### src/rtl/e3tt_pkg.sv
/*
 * constants shared by the outbound trail-trace and error-mask logic:
 * register indices, reset values and overhead octet kinds.
 * assumes a 32-bit APB slave port with one register per aligned word.
 */
package e3tt_pkg;
	localparam int          TT_BYTES       = 16;
	localparam int          APB_ADDR_W     = 12;
	localparam logic [9:0]  IDX_TRAIL_0    = 10'h038;
	localparam logic [9:0]  IDX_TRAIL_12   = 10'h044;
	localparam logic [9:0]  IDX_TRAIL_13   = 10'h045;
	localparam logic [9:0]  IDX_TRAIL_14   = 10'h046;
	localparam logic [9:0]  IDX_TRAIL_15   = 10'h047;
	localparam logic [9:0]  IDX_FA1_MASK   = 10'h048;
	localparam logic [9:0]  IDX_FA2_MASK   = 10'h049;
	localparam logic [9:0]  IDX_EM_MASK    = 10'h04A;
	localparam logic [9:0]  IDX_STATUS     = 10'h04C;
	localparam logic [7:0]  REG_RST        = 8'h00;
	localparam logic [3:0]  FRAME_IDX_RST  = 4'hF;
	localparam logic [23:0] RD_PAD         = 24'h000000;

	// kind of octet presented on the outbound stream
	typedef enum logic [2:0] {
		KIND_PAYLOAD = 3'h0,
		KIND_FA1     = 3'h1,
		KIND_FA2     = 3'h2,
		KIND_EM      = 3'h3,
		KIND_TR      = 3'h4
	} e3tt_kind_t;
endpackage

### src/rtl/e3tt_apb_regs.sv
/*
 * APB register file: sixteen trail bytes, three error masks, frame status.
 * assumes APB signalling from a master on clk; answers with one wait-free
 * access phase, unmapped or misaligned words give pslverr and zero data.
 */
module e3tt_apb_regs
	import e3tt_pkg::*;
#(
	parameter int ADDR_W = APB_ADDR_W
) (
	input  wire logic                          clk,
	input  wire logic                          sys_rst,
	input  wire logic                          psel,
	input  wire logic                          penable,
	input  wire logic                          pwrite,
	input  wire logic [ADDR_W-1:0]             paddr,
	input  wire logic [31:0]                   pwdata,
	input  wire logic [3:0]                    pstrb,
	output logic      [31:0]                   prdata,
	output logic                               pready,
	output logic                               pslverr,
	output logic      [TT_BYTES-1:0][7:0]      trailBytes,
	output logic      [7:0]                    fa1Mask,
	output logic      [7:0]                    fa2Mask,
	output logic      [7:0]                    emMask,
	input  wire logic [3:0]                    frameIdx
);
	logic       setup;
	logic       wrEn;
	logic       mapped;
	logic       inTrail;
	logic [9:0] regIdx;
	logic [3:0] trailSel;
	logic [7:0] rdByte;

	assign setup    = psel & ~penable;
	assign regIdx   = 10'(paddr[ADDR_W-1:2]);
	assign trailSel = 4'(regIdx - IDX_TRAIL_0);
	assign inTrail  = (regIdx >= IDX_TRAIL_0) && (regIdx <= IDX_TRAIL_15);
	// pready is high only in the access phase, so a write lands exactly once
	assign wrEn     = psel & penable & pready & pwrite & mapped & pstrb[0];

	always_comb begin
		mapped = (paddr[1:0] == 2'b00);
		rdByte = REG_RST;
		if (inTrail) begin
			rdByte = trailBytes[trailSel];
		end else if (regIdx == IDX_FA1_MASK) begin
			rdByte = fa1Mask;
		end else if (regIdx == IDX_FA2_MASK) begin
			rdByte = fa2Mask;
		end else if (regIdx == IDX_EM_MASK) begin
			rdByte = emMask;
		end else if (regIdx == IDX_STATUS) begin
			rdByte = {4'h0, frameIdx};
		end else begin
			mapped = 1'b0;
		end
	end

	always_ff @(posedge clk) begin
		if (sys_rst) begin
			pready  <= 1'b0;
			pslverr <= 1'b0;
			prdata  <= 32'h00000000;
		end else begin
			pready  <= setup;
			pslverr <= setup & ~mapped;
			prdata  <= (setup & ~pwrite & mapped) ? {RD_PAD, rdByte} : 32'h00000000;
		end
	end

	for (genvar g = 0; g < TT_BYTES; g++) begin : gTrail
		always_ff @(posedge clk) begin
			if (sys_rst) begin
				trailBytes[g] <= REG_RST;
			end else if (wrEn && inTrail && trailSel == 4'(g)) begin
				trailBytes[g] <= pwdata[7:0];
			end
		end
	end

	always_ff @(posedge clk) begin
		if (sys_rst) begin
			fa1Mask <= REG_RST;
			fa2Mask <= REG_RST;
			emMask  <= REG_RST;
		end else if (wrEn) begin
			if (regIdx == IDX_FA1_MASK) begin
				fa1Mask <= pwdata[7:0];
			end
			if (regIdx == IDX_FA2_MASK) begin
				fa2Mask <= pwdata[7:0];
			end
			if (regIdx == IDX_EM_MASK) begin
				emMask <= pwdata[7:0];
			end
		end
	end

	a_apb_ready_once: assert property (@(posedge clk) disable iff (sys_rst)
		(psel && !penable) |=> pready ##1 !pready)
		else $error("pready not a single cycle after setup");

	a_mask_reset_zero: assert property (@(posedge clk)
		$fell(sys_rst) |-> (fa1Mask == 8'h00 && fa2Mask == 8'h00 && emMask == 8'h00))
		else $error("error masks not zero after reset");

	a_reg_write_lands: assert property (@(posedge clk) disable iff (sys_rst)
		(wrEn && regIdx == IDX_EM_MASK) |=> emMask == $past(pwdata[7:0]))
		else $error("mask write not stored");
endmodule // e3tt_apb_regs

### src/rtl/e3tt_trail_seq.sv
/*
 * modulo-16 frame counter with trail-byte fetch and one-frame send delay.
 * assumes frameStart is a one-cycle pulse on the first octet of each frame.
 */
module e3tt_trail_seq
	import e3tt_pkg::*;
(
	input  wire logic                     clk,
	input  wire logic                     sys_rst,
	input  wire logic                     frameStart,
	input  wire logic [TT_BYTES-1:0][7:0] trailBytes,
	output logic      [3:0]               frameIdx,
	output logic      [7:0]               fetchByte,
	output logic      [7:0]               sendByte
);
	logic [3:0] frameIdx_nxt;

	assign frameIdx_nxt = frameIdx + 4'h1;

	// reset value makes the first frame seen index 0
	always_ff @(posedge clk) begin
		if (sys_rst) begin
			frameIdx <= FRAME_IDX_RST;
		end else if (frameStart) begin
			frameIdx <= frameIdx_nxt;
		end
	end

	// byte n is read at the start of frame n and sent through frame n+1
	always_ff @(posedge clk) begin
		if (sys_rst) begin
			fetchByte <= REG_RST;
			sendByte  <= REG_RST;
		end else if (frameStart) begin
			fetchByte <= trailBytes[frameIdx_nxt];
			sendByte  <= fetchByte;
		end
	end

	a_frame_wrap: assert property (@(posedge clk) disable iff (sys_rst)
		(frameStart && frameIdx == 4'hF) |=> frameIdx == 4'h0)
		else $error("frame counter did not wrap to zero");

	a_fetch_matches_idx: assert property (@(posedge clk) disable iff (sys_rst)
		frameStart |=> fetchByte == $past(trailBytes[frameIdx_nxt]))
		else $error("fetched byte not selected by frame index");

	a_send_delay: assert property (@(posedge clk) disable iff (sys_rst)
		frameStart |=> sendByte == $past(fetchByte))
		else $error("send byte not one frame behind fetch");
endmodule // e3tt_trail_seq

### src/rtl/e3tt_overhead_tx.sv
/*
 * outbound E3 overhead insertion: trail-trace octet fill and XOR error
 * masks on the two alignment octets and the error-monitor octet.
 * assumes the upstream framer on clk tags each octet with its kind and
 * marks the first octet of every frame; the octet pipe is one cycle deep.
 */
// Overview of operation
// - sixteen trail bytes sent, one per frame
// - frame thirteen fetches byte twelve, sent next
// - frame fourteen fetches byte thirteen, sent next
// - frame fifteen fetches byte fourteen, sent next
// - frame sixteen fetches byte fifteen, sent next
// - fetched byte goes out the following frame
// - first alignment octet XORed with its mask
// - second alignment octet XORed with its mask
// - error-monitor octet XORed with its mask
// - masks reset zero; keep zero normally
// - trail and mask registers eight bits, read/write, reset zero; status read-only, resets 0F
// - byte n fetched in frame n+1
// - trail bytes sit at consecutive addresses
module e3tt_overhead_tx
	import e3tt_pkg::*;
#(
	parameter int ADDR_W = APB_ADDR_W
) (
	input  wire logic              clk,
	input  wire logic              sys_rst,
	input  wire logic              psel,
	input  wire logic              penable,
	input  wire logic              pwrite,
	input  wire logic [ADDR_W-1:0] paddr,
	input  wire logic [31:0]       pwdata,
	input  wire logic [3:0]        pstrb,
	output logic      [31:0]       prdata,
	output logic                   pready,
	output logic                   pslverr,
	input  wire logic [7:0]        inOctet,
	input  wire logic [2:0]        inKind,
	input  wire logic              inFrameStart,
	input  wire logic              inValid,
	output logic      [7:0]        outOctet,
	output logic      [2:0]        outKind,
	output logic                   outFrameStart,
	output logic                   outValid
);
	logic [TT_BYTES-1:0][7:0] trailBytes;
	logic [7:0]               fa1Mask;
	logic [7:0]               fa2Mask;
	logic [7:0]               emMask;
	logic [3:0]               frameIdx;
	logic [7:0]               fetchByte;
	logic [7:0]               sendByte;
	logic                     frameStart;
	logic [7:0]               outOctet_nxt;

	// an unqualified start flag must not step the trail sequence
	assign frameStart = inValid & inFrameStart;

	e3tt_apb_regs #(
		.ADDR_W(ADDR_W)
	) uRegs (
		.clk       (clk),
		.sys_rst   (sys_rst),
		.psel      (psel),
		.penable   (penable),
		.pwrite    (pwrite),
		.paddr     (paddr),
		.pwdata    (pwdata),
		.pstrb     (pstrb),
		.prdata    (prdata),
		.pready    (pready),
		.pslverr   (pslverr),
		.trailBytes(trailBytes),
		.fa1Mask   (fa1Mask),
		.fa2Mask   (fa2Mask),
		.emMask    (emMask),
		.frameIdx  (frameIdx)
	);

	e3tt_trail_seq uSeq (
		.clk       (clk),
		.sys_rst   (sys_rst),
		.frameStart(frameStart),
		.trailBytes(trailBytes),
		.frameIdx  (frameIdx),
		.fetchByte (fetchByte),
		.sendByte  (sendByte)
	);

	// a trail octet on the start beat already belongs to the new frame,
	// whose byte is the one still sitting in the fetch stage
	always_comb begin
		case (inKind)
			KIND_FA1: outOctet_nxt = inOctet ^ fa1Mask;
			KIND_FA2: outOctet_nxt = inOctet ^ fa2Mask;
			KIND_EM:  outOctet_nxt = inOctet ^ emMask;
			KIND_TR:  outOctet_nxt = inFrameStart ? fetchByte : sendByte;
			default:  outOctet_nxt = inOctet;
		endcase
	end

	always_ff @(posedge clk) begin
		if (sys_rst) begin
			outOctet <= REG_RST;
		end else if (inValid) begin
			outOctet <= outOctet_nxt;
		end
	end

	always_ff @(posedge clk) begin
		if (sys_rst) begin
			outKind       <= KIND_PAYLOAD;
			outFrameStart <= 1'b0;
			outValid      <= 1'b0;
		end else begin
			outKind       <= inKind;
			outFrameStart <= frameStart;
			outValid      <= inValid;
		end
	end

	a_fa1_xor_mask: assert property (@(posedge clk) disable iff (sys_rst)
		(inValid && inKind == KIND_FA1) |=> outOctet == ($past(inOctet) ^ $past(fa1Mask)))
		else $error("first alignment octet not masked");

	a_fa2_xor_mask: assert property (@(posedge clk) disable iff (sys_rst)
		(inValid && inKind == KIND_FA2) |=> outOctet == ($past(inOctet) ^ $past(fa2Mask)))
		else $error("second alignment octet not masked");

	a_em_xor_mask: assert property (@(posedge clk) disable iff (sys_rst)
		(inValid && inKind == KIND_EM) |=> outOctet == ($past(inOctet) ^ $past(emMask)))
		else $error("error-monitor octet not masked");

	a_trail_octet_fill: assert property (@(posedge clk) disable iff (sys_rst)
		(inValid && !inFrameStart && inKind == KIND_TR) |=> outOctet == $past(sendByte))
		else $error("trail octet not the delayed byte");

	// byte twelve is latched on the start beat of the thirteenth frame
	a_byte12_fetch: assert property (@(posedge clk) disable iff (sys_rst)
		(frameStart && frameIdx == 4'hB) |=> fetchByte == $past(trailBytes[12]))
		else $error("byte twelve not fetched in the thirteenth frame");

	a_payload_passes: assert property (@(posedge clk) disable iff (sys_rst)
		(inValid && inKind == KIND_PAYLOAD) |=> outOctet == $past(inOctet) && outValid)
		else $error("payload octet altered");
endmodule // e3tt_overhead_tx

### config.mk
export PLATFORM = sky130hd
export DESIGN_NAME = e3tt_overhead_tx
export DESIGN_NICKNAME = d
export VERILOG_FILES = /design/src/rtl/e3tt_pkg.sv /design/src/rtl/e3tt_apb_regs.sv /design/src/rtl/e3tt_trail_seq.sv /design/src/rtl/e3tt_overhead_tx.sv
export SDC_FILE = /design/constraint.sdc
export NUM_CORES = 1
export LEC_CHECK = 0
export BUFFER_PORTS_ARGS = -buffer_cell sky130_fd_sc_hd__buf_2
export CAP_MARGIN = 20
export CORE_UTILIZATION = 44
export CTS_CLUSTER_SIZE = 20
export DETAILED_ROUTE_END_ITERATION = 10
export GPL_TIMING_DRIVEN = 0
export HOLD_SLACK_MARGIN = 0.06
export PLACE_DENSITY = 0.7
export SLEW_MARGIN = 20
export SYNTH_ARGS = -nofsm -noshare
export SYNTH_HDL_FRONTEND = slang
export SYNTH_HIERARCHICAL = 1
export SYNTH_SLANG_ARGS = --single-unit
### constraint.sdc
create_clock -name clk -period 5.3 [get_ports clk]
set_input_delay 0.265 -clock clk [delete_from_list [all_inputs] [get_ports clk]]
set_output_delay 0.265 -clock clk [all_outputs]
set_load 0.1 [all_outputs]
==> flow_summary.json, run 1 <==
{
  "crit_path_start": "paddr[3]",
  "ant_nets": 0,
  "grt_setup_unrepaired": "false",
  "setup_viol": 0,
  "synth.most_common_cell": "nand2_1",
  "grt_overflow": 0,
  "worstMarginPinSlew_ns": 0.968,
  "period_share": 0.505,
  "synth_ff_type": "dfxtp_1",
  "hold_viol": 0,
  "final.setup.tns_ns": 0,
  "required_ns": 5.63,
  "seq_area_frac_synth": 0.377,
  "cts_tree": "yes",
  "end_kind": "flip-flop",
  "crit_top_cell": "a22oi_1",
  "rr_worst_depth": 6,
  "rr_endpoint": "uSeq/fetchByte[7]",
  "syn_area_per_cell_sq_um": 9.73,
  "first_iter_violations": 869,
  "remaining_drc_errors": 0,
  "cts.sinks": 195,
  "vias": 8745,
  "slowest_delay_ns": 0.79,
  "synth_seq_cells": 195,
  "synth-edff-count": 0,
  "antenna_cells": 0,
  "crit_fanout": 10,
  "ios": 113,
  "clk_pin_slew_worst_paths_ns": 0.07,
  "drv_slew": 0,
  "dp_hpwl_um": 22700,
  "synthesis.area_sq_um": 10300,
  "start_util": 0.453,
  "layout-drive-gt1-share": 0.206,
  "cts_root_buffer": "clkbuf_16",
  "critical_path.slowest_cell": "clkbuf_1",
  "cts_hold_buf": 1,
  "totalWireLength_um": 31500,
  "syn_to_final_growth_pct": 13.0,
  "fmax_ghz": 0.374,
  "h-tree-depth": 4,
  "die_area_sq_um": 24100,
  "finalCriticalPeriod_ns": 2.68,
  "ir_worst_vdd_v": 0.000218,
  "crit_arrival_ns": 3.00,
  "hold_depth": 2,
  "worstHoldPathType": "primary input to flip-flop",
  "regToRegStartpoint": "uSeq/frameIdx[1]",
  "yosys.area.top_type": "dfxtp_1",
  "wl_per_cell_um": 21.2,
  "power.leakage_nw": 4.73,
  "maxSlewHeadroom": 0.355,
  "clk-insertion-delay-late_ns": 0.44,
  "crit_path_end": "uRegs/prdata[7]",
  "nets": 1224,
  "num-fill-cells": 2099,
  "grt_usage": 0.267,
  "post_cts_resize_count": 0,
  "synthDistinctLibCells": 66,
  "grt_pass1_wl_um": 48300,
  "synth-async-reset-ratio": 0,
  "port_buffers": 51,
  "die_w_um": 155,
  "dr.pass1.iters": 5,
  "post_cts_buffers": 0,
  "startpoint_type": "primary input",
  "ys_top_cells_by_area": "dfxtp_1, mux4_2, mux2i_1, nand2_1, a21oi_1",
  "antenna_found_initial": 0,
  "cts_buffers": 17,
  "grt_pass1_vias": 8263,
  "cap_violations": 0,
  "rows": 55,
  "syn_inst": 1063,
  "skew_ns": 0.0126,
  "post-place-ws_ns": 2.37,
  "synth_top_area_share": 0.377,
  "status": "finished clean",
  "synth.cells.most_frequent": "nand2_1, dfxtp_1, mux2i_1, nor2_1, a21oi_1",
  "die_h_um": 155,
  "cts_buffer_depth": 2,
  "grt_max_degree": 20,
  "reg2reg_slack_ns": 2.95,
  "crit_chain": "buf_2 -> buf_1 -> clkbuf_1 -> mux4_2 -> a22oi_1 -> nand2_1 -> a22oi_1 -> nor2_1",
  "yosys_warnings": 6,
  "finalWeightedCongestion": 0.962,
  "core_region_area_sq_um": 22800,
  "crit_type": "primary input to flip-flop",
  "viasPerCell": 5.90,
  "layout_setup_ws_ns": 2.62,
  "power.density_nw_per_um2": 283
}
-- cells in the final DEF (no fill, tap or decap), drive strengths merged, types with 11 or more instances in the layout --
cell type / n
conb: 24
nor2b: 14
nand3: 12
buf: 126
mux2i: 108
nand2: 196
a21oi: 100
and3: 11
inv: 18
mux4: 64
a22oi: 42
nor2: 102
dfxtp: 195
clkbuf: 53
-- registers in the layout, indices dropped and copies added, names as in the netlist, 3 cells and up --
register	flops
outKind	3
outOctet	8
uRegs/emMask	8
uRegs/fa1Mask	8
uRegs/fa2Mask	8
uRegs/prdata	8
uRegs/trailBytes	128
uSeq/fetchByte	8
uSeq/frameIdx	4
uSeq/sendByte	8
-- critical path, delay by kind of cell --
family                 cells  cell delay [ns]
AO/OA/AOI/OAI              2             0.61
buffers and inverters      3             1.47
multiplexers               1             0.42
AND/OR/NAND/NOR            2             0.23
-- final cells by class --
type	instances	area, sq um	share of cell area
Multi-Input combinational cell	773	5860	0.502
Inverter	7	26.3	0.00225
Timing Repair Buffer	52	265	0.0227
Tap cell	313	392	0.0335
Buffer	111	636	0.0544
Sequential cell	195	3900	0.334
Clock inverter	15	180	0.0154
Clock buffer	17	425	0.0364
-- worst min path at each step --
stage | endpoint | from | slack [ns]
2_1_floorplan | outFrameStart | sys_rst | 0.34
3_3_place_gp | uRegs/trailBytes[46] | uRegs/trailBytes[46] | 0.44
3_5_place_dp | uRegs/trailBytes[114] | uRegs/trailBytes[114] | 0.46
4_1_cts | outFrameStart | sys_rst | 0.08
5_1_grt | outKind[0] | sys_rst | 0.10
6_report | outFrameStart | sys_rst | 0.10
-- where the power goes --
group / leakage [nW] / internal [mW] / switching (mW)
logic: 2.86 / 0.128 / 0.349
registers: 1.58 / 1.48 / 0.0134
clock network: 0.296 / 0.719 / 0.626
total: 4.73 / 2.32 / 0.989
-- per-layer routing --
layer	global-route usage	routed length, um
met5	0	0
met4	0.112	1250
met3	0.0593	3310
met2	0.423	14200
met1	0.352	12800
-- cell families after synthesis --
| group | Yosys count | synth area share |
|---|---|---|
| AO/OA/AOI/OAI | 195 | 0.128 |
| XOR/XNOR | 2 | 0.00169 |
| adder cells (fa/ha/maj) | 1 | 0.00121 |
| buffers and inverters | 118 | 0.0640 |
| flip-flops | 195 | 0.377 |
| multiplexers | 172 | 0.247 |
| other | 1 | 0.000363 |
| AND/OR/NAND/NOR | 379 | 0.180 |
-- through the flow --
stage | power (mW) | hold slack [ns] | area [sq um] | utilization | instances
floorplan | 1.88 | 0.337 | 10400 | - | 1086
global placement | 1.99 | 0.444 | 11100 | 0.485 | 1450
detailed placement | 1.99 | 0.457 | 11100 | 0.485 | 1450
CTS | 3.32 | 0.0831 | 11700 | 0.512 | 1483
global route | 3.41 | 0.101 | 11700 | 0.512 | 1483
finish | 3.31 | 0.102 | 11700 | 0.512 | 1483
Power figures use the tool's default switching activity.
==> run 2, diff against run 1 <==
- PLACE_DENSITY: 0.7 -> 0.72
- clock period: 5.3 -> 2.4 ns (I/O delays scaled with it)
==> run 2 against run 1 <==
Effect of this change:
- sequential share of layout area decreased by 0.43 points
- cell count increased by 1.0%
- critical endpoint is now uRegs/prdata[0]
- the run now ends with negative setup slack left
- final area increased by 1.3%
- critical path depth unchanged
- register-to-register slack got worse by 2.9 ns
- combinational power increased by 130%
- global-route usage increased by 0.14 points
- critical path type unchanged
- power increased by 120%
==> flow_summary.json, run 2 (same netlist as run 1, synthesis figures left out) <==
{
  "status": "finished with violations",
  "violations": "negative setup slack",
  "layout_setup_ws_ns": -0.0245,
  "clk-insertion-delay-late_ns": 0.44,
  "p_comb_frac": 0.148,
  "core_region_area_sq_um": 22800,
  "cts_buffers": 17,
  "viasPerCell": 5.92,
  "crit_fanout": 10,
  "totalWireLength_um": 31600,
  "critical_path.slowest_cell": "clkbuf_1",
  "syn_to_final_growth_pct": 14.6,
  "layout_commonest_cell": "nand2_1",
  "cts_root_buffer": "clkbuf_16",
  "crit_arrival_ns": 2.73,
  "placed_cells": 1450,
  "cts.sinks": 195,
  "finalCriticalPeriod_ns": 2.42,
  "top_register": "uRegs/trailBytes",
  "remaining_drc_errors": 0,
  "grt_overflow": 0,
  "place_area_sq_um": 11100,
  "top_usage_layer": "met2",
  "grt_setup_unrepaired": "false",
  "reg2reg_slack_ns": 0.05,
  "rows": 55,
  "hold_viol": 0,
  "antenna_cells": 0,
  "crit_type": "primary input to flip-flop",
  "final.setup.tns_ns": -0.0245,
  "cts_buffer_depth": 2,
  "post_cts_buffers": 0,
  "dp_hpwl_um": 22500,
  "finalWeightedCongestion": 0.994,
  "post-place-ws_ns": -0.411,
  "ir_worst_vdd_v": 0.000440,
  "start_util": 0.453,
  "cts_tree": "yes",
  "port_buffers": 51,
  "maxSlewHeadroom": 0.391,
  "crit_path_end": "uRegs/prdata[0]",
  "largest_reg_flops": 128,
  "worstMarginPinSlew_ns": 0.914,
  "first_iter_violations": 1034,
  "grt_use_met1": 0.366,
  "drv_slew": 0,
  "num-fill-cells": 2125,
  "setup_viol": 1,
  "regToRegStartpoint": "uSeq/frameIdx[1]",
  "power_frac_clock": 0.401,
  "ant_nets": 0,
  "cellInternalPower_mw": 5.22,
  "required_ns": 2.71,
  "antenna_found_initial": 0,
  "rr_endpoint": "uSeq/fetchByte[7]",
  "hp-start": "pwdata[4]",
  "fin_area_sq_um": 11800,
  "grt_use_met3": 0.0554,
  "finalNonFillerCells": 1498,
  "die_h_um": 155,
  "period_share": 1.01,
  "grt_pass1_vias": 8296,
  "layout_common_cells": "nand2_1, dfxtp_1, mux2i_1, nor2_1, a21oi_1",
  "die_area_sq_um": 24100,
  "fmax_ghz": 0.412,
  "dr.pass1.iters": 5,
  "slowest_delay_ns": 0.69,
  "grt_pass1_wl_um": 48500,
  "grt_usage": 0.269,
  "power.density_nw_per_um2": 616,
  "end_kind": "flip-flop",
  "cap_violations": 0,
  "finalPower_mw": 7.30,
  "nets": 1239,
  "crit_chain": "buf_2 -> buf_1 -> clkbuf_1 -> mux4_2 -> a22oi_1 -> nand2_1 -> a32oi_1 -> nor2_1",
  "utilization": 0.519,
  "use_met2": 0.403,
  "crit_path_start": "paddr[3]",
  "whs_ns": 0.0683,
  "h-tree-depth": 4,
  "wl_per_cell_um": 21.1,
  "grt_max_degree": 17,
  "die_w_um": 155,
  "p_seq_frac": 0.451,
  "skew_ns": 0.0110,
  "vias": 8866,
  "p_sw_frac": 0.285,
  "power.leakage_nw": 4.81,
  "rr_worst_depth": 6,
  "worstHoldPathType": "primary input to flip-flop",
  "startpoint_type": "primary input",
  "switchingPower_mw": 2.08,
  "layout-drive-gt1-share": 0.207,
  "clk_pin_slew_worst_paths_ns": 0.07,
  "ios": 113
}
[run 2: cell types whose count changed in the layout (fill, tap and decap cells not counted), sizes merged]
cell,previous run,this run
clkbuf,53,57
clkinv,1,7
dlygate4sd3,1,16
inv,18,8
[run 2: worst min path at each step]
stage	endpoint	slack (ns)	cells after the start
2_1_floorplan	outFrameStart	0.19	1
3_3_place_gp	uRegs/pready	0.33	2
3_5_place_dp	uRegs/pready	0.34	2
4_1_cts	uRegs/trailBytes[116]	0.06	3
5_1_grt	uRegs/trailBytes[116]	0.08	3
6_report	uRegs/trailBytes[116]	0.07	3
[run 2: final cells by class]
| type | instances | area, sq um | share of cell area |
|---|---|---|---|
| multi-input cells | 773 | 5860 | 0.495 |
| inverters | 7 | 26.3 | 0.00222 |
| flip-flops and latches | 195 | 3910 | 0.330 |
| plain buffers | 111 | 639 | 0.0540 |
| repair buffers | 67 | 415 | 0.0351 |
| well taps | 313 | 392 | 0.0331 |
| clock inverters | 11 | 126 | 0.0107 |
| clock buffers | 21 | 480 | 0.0405 |
[run 2: power by group through the flow]
stage,sequential [mW],clock (mW),combinational [mW]
6_report,3.29,2.93,1.08
2_1_floorplan,3.47,0,0.692
4_1_cts,3.29,2.97,1.06
3_5_place_dp,3.37,0,1.04
5_1_grt,3.30,3.09,1.12
3_3_place_gp,3.37,0,1.03
[run 2: per-layer routing]
metal | share of wire | vias up
met5 | 0 | -
met4 | 0.043 | 0
met3 | 0.12 | 83
met1 | 0.40 | 4216
met2 | 0.44 | 571
li1 | - | 3996
[run 2: critical path, delay by kind of cell]
family,cells,cell delay [ns]
buffers and inverters,3,1.37
multiplexers,1,0.41
AO/OA/AOI/OAI,2,0.60
AND/OR/NAND/NOR,2,0.23
[run 2: repair_timing]
item,in CTS,in global routing
hold buffers,16,0
endpoints found under the setup margin,0,3
hold endpoints to repair,47,0
resized for setup,0,6
==> run 3, diff against run 2 <==
- CORE_MARGIN: unset -> 1.5
- TNS_END_PERCENT: unset -> 20
==> run 3 against run 2 <==
Effect of this change:
- the run still ends with negative setup slack left
- largest power group unchanged
- fmax down 0.53%
- power up 1.7%
- first-iteration DRC count down 5.3%
- critical path type unchanged
- utilization up 0.093 points
- via count up 0.97%
- clock skew down 0.0038 ns
- sequential power about the same
- register-to-register slack about the same
- non-clock buffer count down 1
- critical path depth unchanged
- global-route usage about the same
- setup slack worse by 0.013 ns
==> flow_summary.json, run 3 (same netlist as run 1, synthesis figures left out) <==
{
  "crit_arrival_ns": 2.77,
  "crit_path_start": "paddr[3]",
  "die_area_sq_um": 24400,
  "end_kind": "flip-flop",
  "dp_hpwl_um": 22800,
  "startpoint_type": "primary input",
  "slowest_delay_ns": 0.70,
  "port_buffers": 51,
  "maxSlewHeadroom": 0.386,
  "grt_pass1_vias": 8112,
  "whs_ns": 0.0743,
  "skew_ns": 0.00727,
  "cts.sinks": 195,
  "layout_commonest_cell": "nand2_1",
  "ir_worst_vdd_v": 0.000486,
  "wl_met1_um": 12800,
  "finalWeightedCongestion": 0.965,
  "largest_reg_flops": 128,
  "cp_num_buf_inv": 3,
  "grt_pass1_wl_um": 48900,
  "setup_viol": 1,
  "fin_area_sq_um": 11900,
  "regToRegStartpoint": "uSeq/frameIdx[1]",
  "cap_violations": 0,
  "start_util": 0.453,
  "totalWireLength_um": 32100,
  "wl_per_cell_um": 21.4,
  "crit_fanout": 10,
  "antenna_found_initial": 1,
  "post-place-ws_ns": -0.365,
  "syn_to_final_growth_pct": 14.8,
  "cts_buffer_depth": 2,
  "cts_root_buffer": "clkbuf_16",
  "clk_pin_slew_worst_paths_ns": 0.07,
  "layout_common_cells": "nand2_1, dfxtp_1, mux2i_1, nor2_1, a21oi_1",
  "nets": 1238,
  "cp_top_family": "buffers and inverters",
  "top_register": "uRegs/trailBytes",
  "final.setup.tns_ns": -0.0375,
  "first_iter_violations": 979,
  "dr.pass1.iters": 5,
  "crit_chain": "buf_2 -> buf_1 -> clkbuf_1 -> mux4_2 -> a22oi_1 -> nand2_1 -> a22oi_1 -> nor2_1",
  "place_area_sq_um": 11100,
  "critical_path.slowest_cell": "clkbuf_1",
  "vias": 8952,
  "ant_nets": 0,
  "cts_tree": "yes",
  "power.leakage_nw": 4.81,
  "grt_setup_unrepaired": "false",
  "crit_top_cell": "a22oi_1",
  "core_region_area_sq_um": 22800,
  "hold_viol": 0,
  "cts_buffers": 17,
  "period_share": 1.02,
  "layout-drive-gt1-share": 0.207,
  "clk-insertion-delay-late_ns": 0.44,
  "viasPerCell": 5.97,
  "rows": 55,
  "grt_max_degree": 17,
  "hp-start": "pwdata[5]",
  "h-tree-depth": 4,
  "drv_slew": 0,
  "power.density_nw_per_um2": 625,
  "required_ns": 2.73,
  "grt_usage": 0.268,
  "grt_overflow": 0,
  "worstHoldPathType": "primary input to flip-flop",
  "remaining_drc_errors": 0,
  "wl_met2_um": 14600,
  "die_h_um": 156,
  "die_w_um": 156,
  "status": "finished with violations",
  "fmax_ghz": 0.410,
  "violations": "negative setup slack",
  "worstMarginPinSlew_ns": 0.921,
  "dr.max_layer_used": "met4",
  "layout_setup_ws_ns": -0.0375,
  "finalCriticalPeriod_ns": 2.44,
  "route.met3.wl_um": 3530,
  "post_cts_buffers": 0,
  "crit_type": "primary input to flip-flop",
  "ios": 113,
  "finalPower_mw": 7.42
}
run 3: changes by cell type in the layout (fill, tap and decap cells not counted):
cell | before | now
clkinv_2 | 3 | 2
clkinvlp_4 | 1 | 3
clkbuf_2 | 3 | 2
diode_2 | 0 | 3
nor2_2 | 2 | 3
nor2_1 | 100 | 99
clkbuf_1 | 33 | 34
bufinv_16 | 2 | 3
clkinv_4 | 4 | 2
dlygate4sd3_1 | 16 | 15
run 3: area by class of cell:
class | count | area (sq um)
antenna | 3 | 7.51
buffer | 111 | 638
clock buffer | 21 | 480
clock inverter | 11 | 149
fill | 2107 | 11000
inverter | 7 | 26.3
multi-input combinational | 773 | 5870
sequential | 195 | 3910
tap | 313 | 392
timing repair buffer | 66 | 405
run 3: path summary, 6_finish.rpt:
path                                              end  slack (ns)  cells after the start
worst max-delay path                  uRegs/prdata[5]       -0.04                      8
worst min-delay path            uRegs/trailBytes[101]        0.07                      3
worst max register to register      uSeq/fetchByte[7]        0.04                      6
worst min register to register   uRegs/trailBytes[47]        0.46                      2
run 3: stage by stage:
step                 util  instances
detailed placement  0.485       1450
finish              0.520       1500
global placement    0.485       1450
floorplan               -       1086
global route        0.519       1498
CTS                 0.519       1497
run 3: routing by layer:
layer	vias up	track usage
li1	4008	-
met2	577	0.416
met3	85	0.0490
met1	4282	0.369
met5	-	0
met4	0	0.108
run 3: report_power, final:
part           total (mW)  leakage [nW]  internal, mW  switching, mW
Sequential           3.29          1.58          3.26         0.0292
Combinational        1.08          2.93         0.297          0.785
Clock                3.04         0.302          1.76           1.29
Total                7.42          4.81          5.32           2.10
run 3: what timing repair did:
item,in CTS,in global routing
setup endpoints to repair,0,6
gates resized for setup,0,6
hold buffers,15,0
hold endpoints to repair,44,0
run 3: worst register-to-register path, cell delays in order, from the launching register on:
cell	delay [ns]
dfxtp_1	0.42
ha_1	0.32
buf_2	0.17
buf_2	0.36
mux4_2	0.39
a22oi_1	0.41
a311oi_1	0.16
